`src/timer16_pkg.sv`:
```
// Constants for the cascaded 16-bit down timer and its APB register map.
// Assumes a single 40 MHz clock that stands in for the crystal clock.
package timer16_pkg;

  // APB byte addresses, one aligned word each
  localparam logic [7:0] OFS_TIMER_CONTROL = 8'hc0;
  localparam logic [7:0] OFS_LOW_COUNT = 8'hc4;
  localparam logic [7:0] OFS_LOW_RELOAD = 8'hc8;
  localparam logic [7:0] OFS_HIGH_COUNT = 8'hcc;
  localparam logic [7:0] OFS_HIGH_RELOAD = 8'hd0;

  // Control register fields
  localparam int CTL_ENABLE_POS = 0;
  localparam int CTL_RELOAD_POS = 1;

  // Reset values
  localparam logic [1:0] CTL_RESET = 2'h2;
  localparam logic [15:0] COUNT_RESET = 16'h0000;
  localparam logic [15:0] RELOAD_RESET = 16'h0000;

  // One decrement every eighth crystal clock
  localparam int TICK_DIVIDE = 8;
  localparam logic [2:0] TICK_LAST = 3'(TICK_DIVIDE - 1);

  // Count values at which the next step reaches zero
  localparam logic [15:0] COUNT_ONE = 16'h0001;

endpackage
```
`src/cascaded_word_timer.sv`:
```
// Cascaded 16-bit down timer: low_byte_timer and high_byte_timer form
// one cascaded_word_timer with its registers on an APB slave port.
// Assumes pclk is the crystal clock and all inputs are on pclk.
//
// What this block does
// - Two byte timers run only as one word
// - Each byte timer: readable/writable count and reload
// - Enabled timer decrements to zero, then interrupts
// - Without reload, stop at zero, clear enable
// - With reload, resume from reload value
// - Software count write continues from new value
// - Reload write used at next zero
// - Software write beats decrement writeback
// - Hardware enable clear beats control write
// - Reads never disturb counting or interrupts
// - One interrupt when whole word reaches zero
// - Interrupt appears on the low-byte timer line
// - Low timer holds LSB, high timer MSB
// - Reload copy happens with interrupt posting
// - Reload free-running while interrupt pending
// - No overrun detection of repeated zero
// - Enabling starts from present count, no reload
// - Internal clock only, step every eighth cycle
// - Hardware reset leaves timers disabled
//
// The APB interface to the registers was left to the implementer.
`timescale 1ns/10ps

module cascaded_word_timer
  import timer16_pkg::*;
(
  // Clock, reset and freeze
  input wire logic pclk,
  input wire logic presetn,
  input wire logic clk_en,
  // APB slave
  input wire logic psel,
  input wire logic penable,
  input wire logic pwrite,
  input wire logic [7:0] paddr,
  input wire logic [31:0] pwdata,
  output logic [31:0] prdata,
  output logic pready,
  output logic pslverr,
  // Interrupt request of the low-byte timer
  output logic low_byte_timer_irq
);

  // Address match for one register word
  function automatic logic hit(input logic [7:0] addr, input logic [7:0] ofs);
    hit = (addr == ofs);
  endfunction

  // Register map, one byte per aligned word, upper data bits read as zero:
  //   control       bit 0 enable, bit 1 reload enable, resets to reload on
  //   low count     byte 7:0 of the running word
  //   low reload    byte 7:0 of the value copied in at zero
  //   high count    byte 15:8 of the running word
  //   high reload   byte 15:8 of the value copied in at zero
  // Anything else answers with an error and is otherwise ignored.
  //
  // Timing, counted in enabled clocks after the write that sets enable:
  //   the prescaler starts from zero, so the first step is eight clocks on
  //   each step lowers the whole word by one, with the borrow between bytes
  //   the step that starts from one (or finds zero) is the zero event
  //   the interrupt pulse follows the zero event by one clock
  //
  // Limitations a user must know:
  //   software writes each byte alone, so a running word can be caught
  //   half written; stop the timer first when both bytes must change
  //   a second zero before the first is serviced is not flagged
  //   a low clock enable freezes everything and holds the bus in access
  //
  // Timer state; bit 7:0 is the low-byte timer, 15:8 the high-byte timer
  logic [15:0] count;
  logic [15:0] reload;
  logic ctl_enable;
  logic ctl_reload;
  logic [2:0] presc;
  logic [15:0] next_count;
  logic [15:0] hw_count;

  // Register decode
  wire sel_ctl = hit(paddr, OFS_TIMER_CONTROL);
  wire sel_cnt_lo = hit(paddr, OFS_LOW_COUNT);
  wire sel_rld_lo = hit(paddr, OFS_LOW_RELOAD);
  wire sel_cnt_hi = hit(paddr, OFS_HIGH_COUNT);
  wire sel_rld_hi = hit(paddr, OFS_HIGH_RELOAD);
  wire mapped = sel_ctl | sel_cnt_lo | sel_rld_lo | sel_cnt_hi | sel_rld_hi;

  // Writes land only in the access phase, and never while frozen
  wire wr_access = psel & penable & pwrite & clk_en;
  wire wr_ctl = wr_access & sel_ctl;
  wire wr_cnt_lo = wr_access & sel_cnt_lo;
  wire wr_cnt_hi = wr_access & sel_cnt_hi;
  wire wr_rld_lo = wr_access & sel_rld_lo;
  wire wr_rld_hi = wr_access & sel_rld_hi;
  wire setup_phase = psel & ~penable & clk_en;

  // Step strobe: every eighth enabled crystal clock
  wire tick = clk_en & ctl_enable & (presc == TICK_LAST);

  // The whole word reaches zero on this step; 0 counts as already there
  wire zero_hit = tick & (count <= COUNT_ONE);
  wire oneshot_end = zero_hit & ~ctl_reload;

  // Zero-wait slave; stalls while the block is frozen
  assign pready = clk_en;

  // Read view; a read has no side effect anywhere
  wire [31:0] rd_view = sel_ctl ? {30'h0000_0000, ctl_reload, ctl_enable} :
                        sel_cnt_lo ? {24'h00_0000, count[7:0]} :
                        sel_cnt_hi ? {24'h00_0000, count[15:8]} :
                        sel_rld_lo ? {24'h00_0000, reload[7:0]} :
                        sel_rld_hi ? {24'h00_0000, reload[15:8]} :
                        32'h0000_0000;

  // Hardware value: reload copy goes with the interrupt, else decrement
  always_comb begin
    if (zero_hit) begin
      hw_count = ctl_reload ? reload : COUNT_RESET;
    end else if (tick) begin
      hw_count = count - COUNT_ONE;
    end else begin
      hw_count = count;
    end
  end

  // Software byte writes override the hardware writeback byte by byte
  always_comb begin
    next_count = hw_count;
    if (wr_cnt_lo) begin
      next_count[7:0] = pwdata[7:0];
    end
    if (wr_cnt_hi) begin
      next_count[15:8] = pwdata[7:0];
    end
  end

  // Count register, one word across both byte timers
  always_ff @(posedge pclk or negedge presetn) begin
    if (!presetn) begin
      count <= COUNT_RESET;
    end else if (clk_en) begin
      count <= next_count;
    end
  end

  // Reload registers; the value in place at zero is the one used
  always_ff @(posedge pclk or negedge presetn) begin
    if (!presetn) begin
      reload <= RELOAD_RESET;
    end else begin
      if (wr_rld_lo) begin
        reload[7:0] <= pwdata[7:0];
      end
      if (wr_rld_hi) begin
        reload[15:8] <= pwdata[7:0];
      end
    end
  end

  // Enable bit: the one-shot clear overrides a simultaneous write
  always_ff @(posedge pclk or negedge presetn) begin
    if (!presetn) begin
      ctl_enable <= CTL_RESET[CTL_ENABLE_POS];
    end else if (oneshot_end) begin
      ctl_enable <= 1'b0;
    end else if (wr_ctl) begin
      ctl_enable <= pwdata[CTL_ENABLE_POS];
    end
  end

  // Reload mode bit, software only
  always_ff @(posedge pclk or negedge presetn) begin
    if (!presetn) begin
      ctl_reload <= CTL_RESET[CTL_RELOAD_POS];
    end else if (wr_ctl) begin
      ctl_reload <= pwdata[CTL_RELOAD_POS];
    end
  end

  // Prescaler restarts whenever the timer is stopped, so the first
  // step after enabling comes a full eight clocks later
  always_ff @(posedge pclk or negedge presetn) begin
    if (!presetn) begin
      presc <= 3'h0;
    end else if (clk_en) begin
      presc <= ctl_enable ? presc + 3'h1 : 3'h0;
    end
  end

  // Interrupt pulse; a second zero before service is not flagged
  always_ff @(posedge pclk or negedge presetn) begin
    if (!presetn) begin
      low_byte_timer_irq <= 1'b0;
    end else if (clk_en) begin
      low_byte_timer_irq <= zero_hit;
    end
  end

  // Read data and error are captured in the setup phase
  always_ff @(posedge pclk or negedge presetn) begin
    if (!presetn) begin
      prdata <= 32'h0000_0000;
      pslverr <= 1'b0;
    end else if (setup_phase) begin
      prdata <= pwrite ? 32'h0000_0000 : rd_view;
      pslverr <= ~mapped;
    end
  end

  wire no_cnt_wr = !wr_cnt_lo && !wr_cnt_hi;
endmodule

```
`config.mk`:
```
export PLATFORM = sky130hd
export DESIGN_NAME = cascaded_word_timer
export DESIGN_NICKNAME = d
export VERILOG_FILES = /design/src/timer16_pkg.sv /design/src/cascaded_word_timer.sv
export SDC_FILE = /design/constraint.sdc
export NUM_CORES = 1
export LEC_CHECK = 0
export ABC_CLOCK_PERIOD_IN_PS = 2710
export BUFFER_PORTS_ARGS = -buffer_cell sky130_fd_sc_hd__buf_2
export CAP_MARGIN = 30
export CELL_PAD_IN_SITES_DETAIL_PLACEMENT = 1
export CELL_PAD_IN_SITES_GLOBAL_PLACEMENT = 1
export CORE_MARGIN = 2
export CORE_UTILIZATION = 40
export DETAILED_ROUTE_END_ITERATION = 6
export HOLD_SLACK_MARGIN = 0.12
export PLACE_DENSITY = 0.8
export SLEW_MARGIN = 20
export SYNTH_ARGS = -nofsm -noshare
export SYNTH_HDL_FRONTEND = slang
export SYNTH_SLANG_ARGS = --single-unit
```
`constraint.sdc`:
```
create_clock -name pclk -period 2.71 [get_ports pclk]
set_input_delay 0.542 -clock pclk [delete_from_list [all_inputs] [get_ports pclk]]
set_output_delay 0.542 -clock pclk [all_outputs]
set_load 0.01 [all_outputs]
```
==> flow_summary.yaml, run 1 <==
status:
  status: "complete, no violations"
drt:
  wire_per_inst_um: 20.0
  first_pass_iters: 5
  vias: 2761
  drc: 0
  viasPerCell: 5.92
  ant_nets: 0
  drtIter0Drc: 195
  drt-total-wl_mm: 9.34
synthesis:
  async_flop_share: 1.00
  yosysTopAreaCell: "dfrtp_1"
  synth.most_common_cell: "dfrtp_1"
  ys_warn_count: 0
  synthesis.area_sq_mm: 0.00304
  synth_enable_flop_cells: 0
  synthFlopType: "dfrtp_1"
  syn_avg_cell_area_sq_um: 9.14
  syn_inst: 333
  yosys-top-cells-count: "dfrtp_1 (46), a21oi_1 (36), buf_4 (25)"
  synth_seq_cells: 47
  synth_cell_types: 50
  synth_top_cell_area_share: 0.378
  seq_area_frac_synth: 0.387
  synth_area_leaders: "dfrtp_1 (38%), mux2_2 (6.3%), buf_4 (6.2%), a21oi_1 (5.9%), o21ai_0 (3.3%)"
clocking:
  cts_made_buffers: 5
  cts_sinks: 47
  clockRootBuffer: "clkbuf_8"
  cts_htree_levels: 2
  cts_resized: 0
  post-cts-setup-buffers: 0
  ctsHoldBuffers: 0
  cts_tree: "done"
  clk_pin_slew_ns: 0.09
  cts_buffer_depth: 2
  insertion_delay_ns: 0.30
critical_path:
  start_kind: "flip-flop"
  critPathArrivalTime_ns: 2.56
  critical_path_class: "flip-flop to flip-flop"
  required_ns: 2.89
  crit_fanout: 7
  end_kind: "flip-flop"
layout:
  seq_area_sq_mm: 0.00118
  nets: 416
  syn_to_final_growth_pct: 11.3
  fillers: 900
  diodes: 0
  drive_gt1_frac: 0.229
  multi_input_area_sq_mm: 0.00166
placement:
  dp_worst_setup_slack_ns: 0.310
  dp_hpwl_mm: 6.70
  io_buffers: 32
  place.gp.congestion: 0.888
floorplanning:
  die_width_um: 91.2
  io_pins: 81
  die_h_um: 91.2
  fp.dieArea_sq_mm: 0.00832
  core_area_sq_mm: 0.00729
  initial_utilization: 0.417
  row_count: 31
timing:
  hold_violations: 0
  period_share: 0.878
  min_period_ns: 2.38
  rsz0062_at_grt: "false"
  setup_tns_ns: 0
  clock-skew-final_ns: 0.00571
  finalSetupViolCount: 0
  worst_slack_ns: 0.330
  relSlewSlack: 0.448
  worst_slew_pin_slew_ns: 0.825
  fmax_mhz: 420
  drv_slew: 0
global_route:
  grt-ovfl-total: 0
  grt_max_degree: 27
  grt_pass1_wl_mm: 15.2
  grt_use_total: 0.234
  grt_pass1_vias: 2876
  antenna_found_initial: 0
power:
  power.leakage_nw: 1.72
  vdd_ir_drop_max_uv: 172
  p_total_mw: 1.46
  power_density_mw_per_mm2: 431
job:
  cap_violations: 0
hold_path:
  min_path_type: "primary input to asynchronous set/reset pin"
==> report_power, final <==
group          switching (mW)  total, mW  leakage (nW)  internal, mW
Clock                   0.248      0.547        0.0612         0.299
Sequential            0.00955      0.719         0.650         0.709
Combinational           0.123      0.192          1.01        0.0695
Total                   0.381       1.46          1.72          1.08
==> critical path, stage by stage, from the launching register on <==
cell and delay (ns):
dfrtp_1 0.49, or3_4 0.44, or3_1 0.41, buf_4 0.18
or3b_2 0.46, a21oi_1 0.16, o21ai_0 0.12
==> logic make-up after synthesis <==
logic type               after synthesis  synth area share
multiplexers                          26            0.0942
flip-flops                            47             0.387
AND/OR/NAND/NOR                      105             0.195
XOR/XNOR                               9            0.0259
other                                  1           0.00123
AO/OA/AOI/OAI                         91             0.184
adder cells (fa/ha/maj)                4            0.0164
buffers and inverters                 50            0.0962
==> per-stage QoR <==
stage | cells | area, sq um | utilization | hold slack, ns
2_1_floorplan | 356 | 3130 | - | 0.246
3_3_place_gp | 458 | 3270 | 0.448 | 0.463
3_5_place_dp | 458 | 3270 | 0.448 | 0.476
4_1_cts | 466 | 3390 | 0.464 | 0.227
5_1_grt | 466 | 3390 | 0.464 | 0.251
6_report | 466 | 3390 | 0.464 | 0.217
==> flip-flops by register name, summed over array words and instances, names as in the netlist <==
name,cells
count,16
reload,16
prdata,8
presc,3
ctl_enable,1
ctl_reload,1
low_byte_timer_irq,1
pslverr,1
==> area by class of cell <==
cell class	count	area share
flip-flops and latches	47	0.348
clock inverters	2	0.0103
clock buffers	6	0.0244
repair buffers	47	0.0843
well taps	99	0.0366
multi-input cells	259	0.490
inverters	6	0.00665
==> worst paths after layout <==
check | start | to | slack (ns) | cells after the start
max in group asynchronous | presetn | ctl_reload$_DFFE_PN1P_ | 2.21 | 2
max reg2reg | count[13]$_DFFE_PN0P_ | count[0]$_DFFE_PN0P_ | 0.33 | 6
max | count[13]$_DFFE_PN0P_ | count[0]$_DFFE_PN0P_ | 0.33 | 6
min reg2reg | presc[0]$_DFFE_PN0P_ | presc[0]$_DFFE_PN0P_ | 0.48 | 1
min | presetn | presc[0]$_DFFE_PN0P_ | 0.22 | 2
min in group pclk | presc[0]$_DFFE_PN0P_ | presc[0]$_DFFE_PN0P_ | 0.48 | 1
==> routing by layer <==
metal  track usage  vias up  wire length, um
met2         0.397      116             4600
met1         0.292     1374             3880
li1              -     1242                -
met5             0        -                0
met3        0.0332       29              554
met4         0.114        0              301
==> cell usage in the layout (no fill, tap or decap), types with 2 or more instances in the layout <==
cell	n
a211o_1	3
a21oi_1	36
a22o_1	10
a22oi_1	7
a31oi_1	5
and2_1	2
buf_2	32
buf_4	14
clkbuf_8	6
conb_1	24
dfrtp_1	46
ha_1	4
inv_1	6
mux2_2	17
mux2i_1	8
nand2_1	18
nand3_1	11
nand4_1	4
nand4b_1	2
nor2_1	16
nor2b_1	4
nor3_1	11
nor3b_1	2
nor4_1	7
o21a_1	2
o21ai_0	20
o22ai_1	2
o31a_1	3
or2_2	2
or3_1	13
or3_4	2
or3b_2	2
xnor2_1	3
xor2_1	6
Power figures use the tool's default switching activity.
==> run 2: changes to the inputs <==
ABC_AREA = 1   (was unset)
CORE_UTILIZATION = 39   (was 40)
==> run 2 against run 1 <==
Sequential share of layout area decreased by 3.8 points. Routed wire length increased by 19%. Setup slack improved by 0.29 ns. Critical path depth increased by 6. Sequential power increased by 45%. Worst hold slack got worse by 0.0066 ns. Global-route usage increased by 0.48 points. Design area increased by 12%. Via count increased by 21%. Maximum frequency increased by 14%. Total power increased by 94%. Largest power group is now combinational cells.
==> flow_summary.yaml, run 2 <==
timing:
  period_share: 0.771
  worst_slew_pin_slew_ns: 0.596
  setup_tns_ns: 0
  fmax_mhz: 479
  finalSetupViolCount: 0
  relSlewSlack: 0.603
  drv_slew: 0
  rsz0062_at_grt: "false"
  clock-skew-final_ns: 0.0123
  min_period_ns: 2.09
  hold_violations: 0
floorplanning:
  initial_utilization: 0.405
  row_count: 34
  fp.dieArea_sq_mm: 0.00992
  die_width_um: 99.6
  io_pins: 81
  die_h_um: 99.6
  core_area_sq_mm: 0.00881
layout:
  drive_gt1_frac: 0.181
  syn_to_final_growth_pct: 6.46
  reg.largest.list: "count: 16 flops, reload: 16 flops, prdata: 8 flops"
  stdcell_count: 639
  final_common_cell: "nand2_1"
  mostFrequentLayoutCells: "nand2_1 (166), nand3_1 (61), inv_1 (54)"
  nets: 580
  diodes: 0
synthesis:
  async_flop_share: 1.00
  synth_enable_flop_cells: 0
  synth_seq_cells: 47
  synthesis.area_sq_mm: 0.00357
  ys_warn_count: 0
  yosysTopAreaCell: "dfrtp_1"
  syn_avg_cell_area_sq_um: 7.13
  synth_top_cell_area_share: 0.323
  synth_cell_types: 35
  synth_area_leaders: "dfrtp_1 (32%), nand2_1 (17%), nand3_1 (8.6%), buf_4 (6.1%), inv_1 (5.7%)"
  syn_inst: 500
  yosys-top-cells-count: "nand2_1 (166), nand3_1 (61), inv_1 (54)"
  seq_area_frac_synth: 0.330
  synthFlopType: "dfrtp_1"
  synth.most_common_cell: "nand2_1"
clocking:
  clockRootBuffer: "clkbuf_8"
  cts_tree: "done"
  insertion_delay_ns: 0.32
  cts_sinks: 47
  cts_made_buffers: 5
  cts_buffer_depth: 2
  cts_htree_levels: 2
  cts_resized: 0
  clk_pin_slew_ns: 0.10
  post-cts-setup-buffers: 0
  ctsHoldBuffers: 0
global_route:
  grt_max_degree: 26
  grt-ovfl-total: 0
  grt_pass1_wl_mm: 18.5
  antenna_found_initial: 0
  grt_use_total: 0.239
  grt_pass1_vias: 3459
power:
  vdd_ir_drop_max_uv: 271
  power.leakage_nw: 2.17
  power_density_mw_per_mm2: 744
critical_path:
  end_kind: "flip-flop"
  regToRegSetupSlack_ns: 0.62
  critPathArrivalTime_ns: 2.35
  crit_fanout: 15
  required_ns: 2.97
  start_kind: "flip-flop"
  critical_path_class: "flip-flop to flip-flop"
placement:
  dpl.cell_count: 631
  io_buffers: 32
  dp_hpwl_mm: 8.70
  place.gp.congestion: 0.880
drt:
  ant_nets: 0
  viasPerCell: 5.22
  vias: 3336
  wire_per_inst_um: 17.3
  first_pass_iters: 4
  drt-total-wl_mm: 11.1
  drc: 0
  drtIter0Drc: 164
job:
  cap_violations: 0
hold_path:
  min_path_type: "primary input to asynchronous set/reset pin"
status:
  status: "complete, no violations"
-- run 2: cell types whose count changed in the layout (fill, tap and decap cells not counted), sizes merged, moves of 20 or more --
cell and delta:
a21oi -29, o21ai +20, inv +53, nor2 +25
nand3 +59, nand2 +157
-- run 2: layout make-up --
| type | instances | area [sq um] |
|---|---|---|
| clock inverters | 2 | 13.8 |
| flip-flops and latches | 47 | 1180 |
| multi-input cells | 382 | 1980 |
| well taps | 108 | 135 |
| repair buffers | 34 | 175 |
| fillers | 1185 | 5010 |
| clock buffers | 6 | 82.6 |
| inverters | 60 | 228 |
-- run 2: metal layers --
metal	GRT usage	up-vias	wire, um
li1	-	1603	-
met1	0.326	1651	5170
met2	0.403	69	5360
met3	0.0218	13	355
met4	0.0706	0	204
met5	0	-	0
-- run 2: critical path: stages, from the launching register on --
cell and delay, ns:
dfrtp_1 0.42, inv_1 0.15, ha_1 0.26, inv_1 0.09
nand2_1 0.09, nand3_2 0.12, nor2_8 0.20, nand2_8 0.15
nor2_8 0.19, nand2_1 0.12, nand3_1 0.08, nand2_1 0.07
nand2_1 0.07
-- run 2: final timing paths --
| kind | from | endpoint | depth (start not counted) |
|---|---|---|---|
| max reg2reg | count[0]$_DFFE_PN0P_ | count[0]$_DFFE_PN0P_ | 12 |
| max | count[0]$_DFFE_PN0P_ | count[0]$_DFFE_PN0P_ | 12 |
| min in group pclk | prdata[6]$_DFFE_PN0P_ | prdata[6]$_DFFE_PN0P_ | 2 |
| max in group asynchronous | presetn | count[6]$_DFFE_PN0P_ | 2 |
| min reg2reg | prdata[6]$_DFFE_PN0P_ | prdata[6]$_DFFE_PN0P_ | 2 |
| min | presetn | presc[1]$_DFFE_PN0P_ | 1 |
-- run 2: cell families after synthesis --
group | synth area share
XOR/XNOR | 0.00491
other | 0.00105
flip-flops | 0.330
AO/OA/AOI/OAI | 0.0870
adder cells (fa/ha/maj) | 0.0140
buffers and inverters | 0.138
AND/OR/NAND/NOR | 0.425
-- run 2: stage by stage --
stage | setup slack, ns | cell area [sq um] | hold WS, ns | utilization | power (mW)
after floorplan | 1.10 | 3650 | 0.246 | - | 1.98
after global placement | 0.516 | 3700 | 0.459 | 0.420 | 2.27
after detailed placement | 0.521 | 3700 | 0.460 | 0.420 | 2.35
after CTS | 0.623 | 3800 | 0.235 | 0.431 | 2.84
after global routing | 0.498 | 3800 | 0.260 | 0.431 | 3.07
final | 0.622 | 3800 | 0.210 | 0.431 | 2.82
-- run 2: power by group --
group	total, mW	switching, mW	internal (mW)
clock network	0.480	0.271	0.209
logic	1.30	0.865	0.438
registers	1.04	0.218	0.822
==> run 3: changes to the inputs <==
ABC_CLOCK_PERIOD_IN_PS = 1800   (was 2710)
CORE_UTILIZATION = 35   (was 39)
PLACE_DENSITY = 0.76   (was 0.8)
clock period = 1.8 ns   (was 2.71 ns; I/O delays follow)
==> run 3 against run 2 <==
Clock power up 79%. Sequential share of layout area down 3.1 points. Count of clock-buffer cells in the layout down 1. Final cell count up 9.9%. Combinational power up 92%. First-iteration DRC count down 3.7%. Die area up 11%. Largest power group unchanged. Setup slack worse by 0.58 ns. Critical endpoint is now ctl_enable$_DFFE_PN0P_. Routed wire length up 5.9%.
==> flow_summary.yaml, run 3 (synthesis results as in run 2) <==
timing:
  hold_violations: 0
  worst_slew_pin_slew_ns: 0.585
  worst_slack_ns: 0.0413
  fmax_mhz: 569
  relSlewSlack: 0.610
  period_share: 0.977
  min_period_ns: 1.76
  finalSetupViolCount: 0
  drv_slew: 0
  holdWs_ns: 0.337
  clock-skew-final_ns: 0.0110
layout:
  final_common_cell: "nand2_1"
  syn_to_final_growth_pct: 18.2
  design_area_sq_mm: 0.00421
  reg.largest.list: "count: 16 flops, reload: 16 flops, prdata: 8 flops"
  mostFrequentLayoutCells: "nand2_1 (164), nand3_1 (61), inv_1 (51)"
  fillers: 1320
  nets: 618
  diodes: 0
  drive_gt1_frac: 0.255
  stdcell_count: 702
floorplanning:
  fp.dieArea_sq_mm: 0.0110
  die_h_um: 105
  row_count: 36
  initial_utilization: 0.363
  io_pins: 81
  die_width_um: 105
  core_area_sq_mm: 0.00982
global_route:
  grt_pass1_vias: 3572
  grt-ovfl-total: 0
  grt_max_degree: 26
  grt_use_total: 0.217
  antenna_found_initial: 0
  grt_pass1_wl_mm: 18.9
clocking:
  cts_made_buffers: 5
  insertion_delay_ns: 0.32
  cts_tree: "done"
  clk_pin_slew_ns: 0.11
  cts_htree_levels: 2
  cts_sinks: 47
  clockRootBuffer: "clkbuf_8"
  cts_buffer_depth: 2
drt:
  drtIter0Drc: 158
  drc: 0
  first_pass_iters: 6
  vias: 3518
  viasPerCell: 5.01
  wire_per_inst_um: 16.7
  ant_nets: 0
  drt-total-wl_mm: 11.7
power:
  power_density_mw_per_mm2: 1150
  vdd_ir_drop_max_uv: 359
  power.leakage_nw: 2.37
critical_path:
  regToRegSetupSlack_ns: 0.04
  required_ns: 2.02
  crit_fanout: 5
  critPathTopFamily: "simple AND/OR/NAND/NOR gates"
  crit_chain: "ha_2 -> ha_4 -> nand3_4 -> nor3_1 -> nand2_1 -> buf_4 -> o21ai_1 -> nor2_1"
  critPathArrivalTime_ns: 1.98
  critical_path_class: "flip-flop to flip-flop"
  crit_buf_inv: 1
  start_kind: "flip-flop"
  cp_slowest_cell: "dfrtp_1"
  end_kind: "flip-flop"
  slowest_delay_ns: 0.38
job:
  cap_violations: 0
placement:
  place_area_sq_mm: 0.00395
  dp_worst_setup_slack_ns: 0.000997
  dpl.cell_count: 684
  io_buffers: 32
  place.gp.congestion: 0.876
  dp_hpwl_mm: 8.90
hold_path:
  min_path_type: "primary input to flip-flop"
status:
  status: "complete, no violations"
[run 3: cell count changes in the layout (fill, tap and decap cells not counted), sizes merged]
cell,previous run,this run
clkinv,3,2
clkinvlp,0,1
bufinv,0,1
dlygate4sd3,0,1
clkbuf,6,5
nor2,41,42
buf,34,69
nand2,175,176
[run 3: worst paths after layout]
kind	endpoint	from	cells after the start
setup reg to reg	ctl_enable$_DFFE_PN0P_	presc[1]$_DFFE_PN0P_	8
hold reg to reg	pslverr$_DFFE_PN0P_	pslverr$_DFFE_PN0P_	2
max in group asynchronous	count[12]$_DFFE_PN0P_	presetn	3
setup / recovery	ctl_enable$_DFFE_PN0P_	presc[1]$_DFFE_PN0P_	8
min in group asynchronous	pslverr$_DFFE_PN0P_	presetn	2
hold / removal	ctl_enable$_DFFE_PN0P_	pwdata[0]	3
[run 3: repair_timing]
action                     4_1_cts  5_1_grt
cloned                           0        2
gates resized for setup          1       15
hold buffers                     1        0
hold endpoints to repair        21        0
pin swaps                        0        5
setup endpoints to repair        4       16
setup buffers                    0        7
[run 3: per-layer routing]
layer  track usage  wire [um]
met5             0          0
met4        0.0543        158
met1         0.292       5420
met3        0.0212        352
met2         0.374       5810
[run 3: layout make-up]
type	count	area (sq um)	area share
Sequential cell	47	1180	0.279
Multi-Input combinational cell	384	2070	0.490
Timing Repair Buffer	70	460	0.109
Tap cell	133	166	0.0395
Clock inverter	3	46.3	0.0110
Inverter	60	228	0.0540
Clock buffer	5	68.8	0.0163
[run 3: worst reg2reg max path: stages (launching register included)]
cell,delay (ns)
dfrtp_1,0.38
ha_2,0.19
ha_4,0.14
nand3_4,0.15
nor3_1,0.25
nand2_1,0.18
buf_4,0.19
o21ai_1,0.13
nor2_1,0.05
[run 3: through the flow]
stage	total power [mW]	setup TNS [ns]	util
after CTS	4.65	0	0.416
after global placement	3.68	0	0.403
after global routing	5.23	-0.0322	0.429
after floorplan	2.99	0	-
final	4.86	0	0.429
after detailed placement	3.76	0	0.403
[run 3: report_power, final]
part | internal (mW) | switching [mW] | total [mW]
Clock | 0.420 | 0.437 | 0.857
Sequential | 1.24 | 0.265 | 1.50
Combinational | 0.948 | 1.55 | 2.49
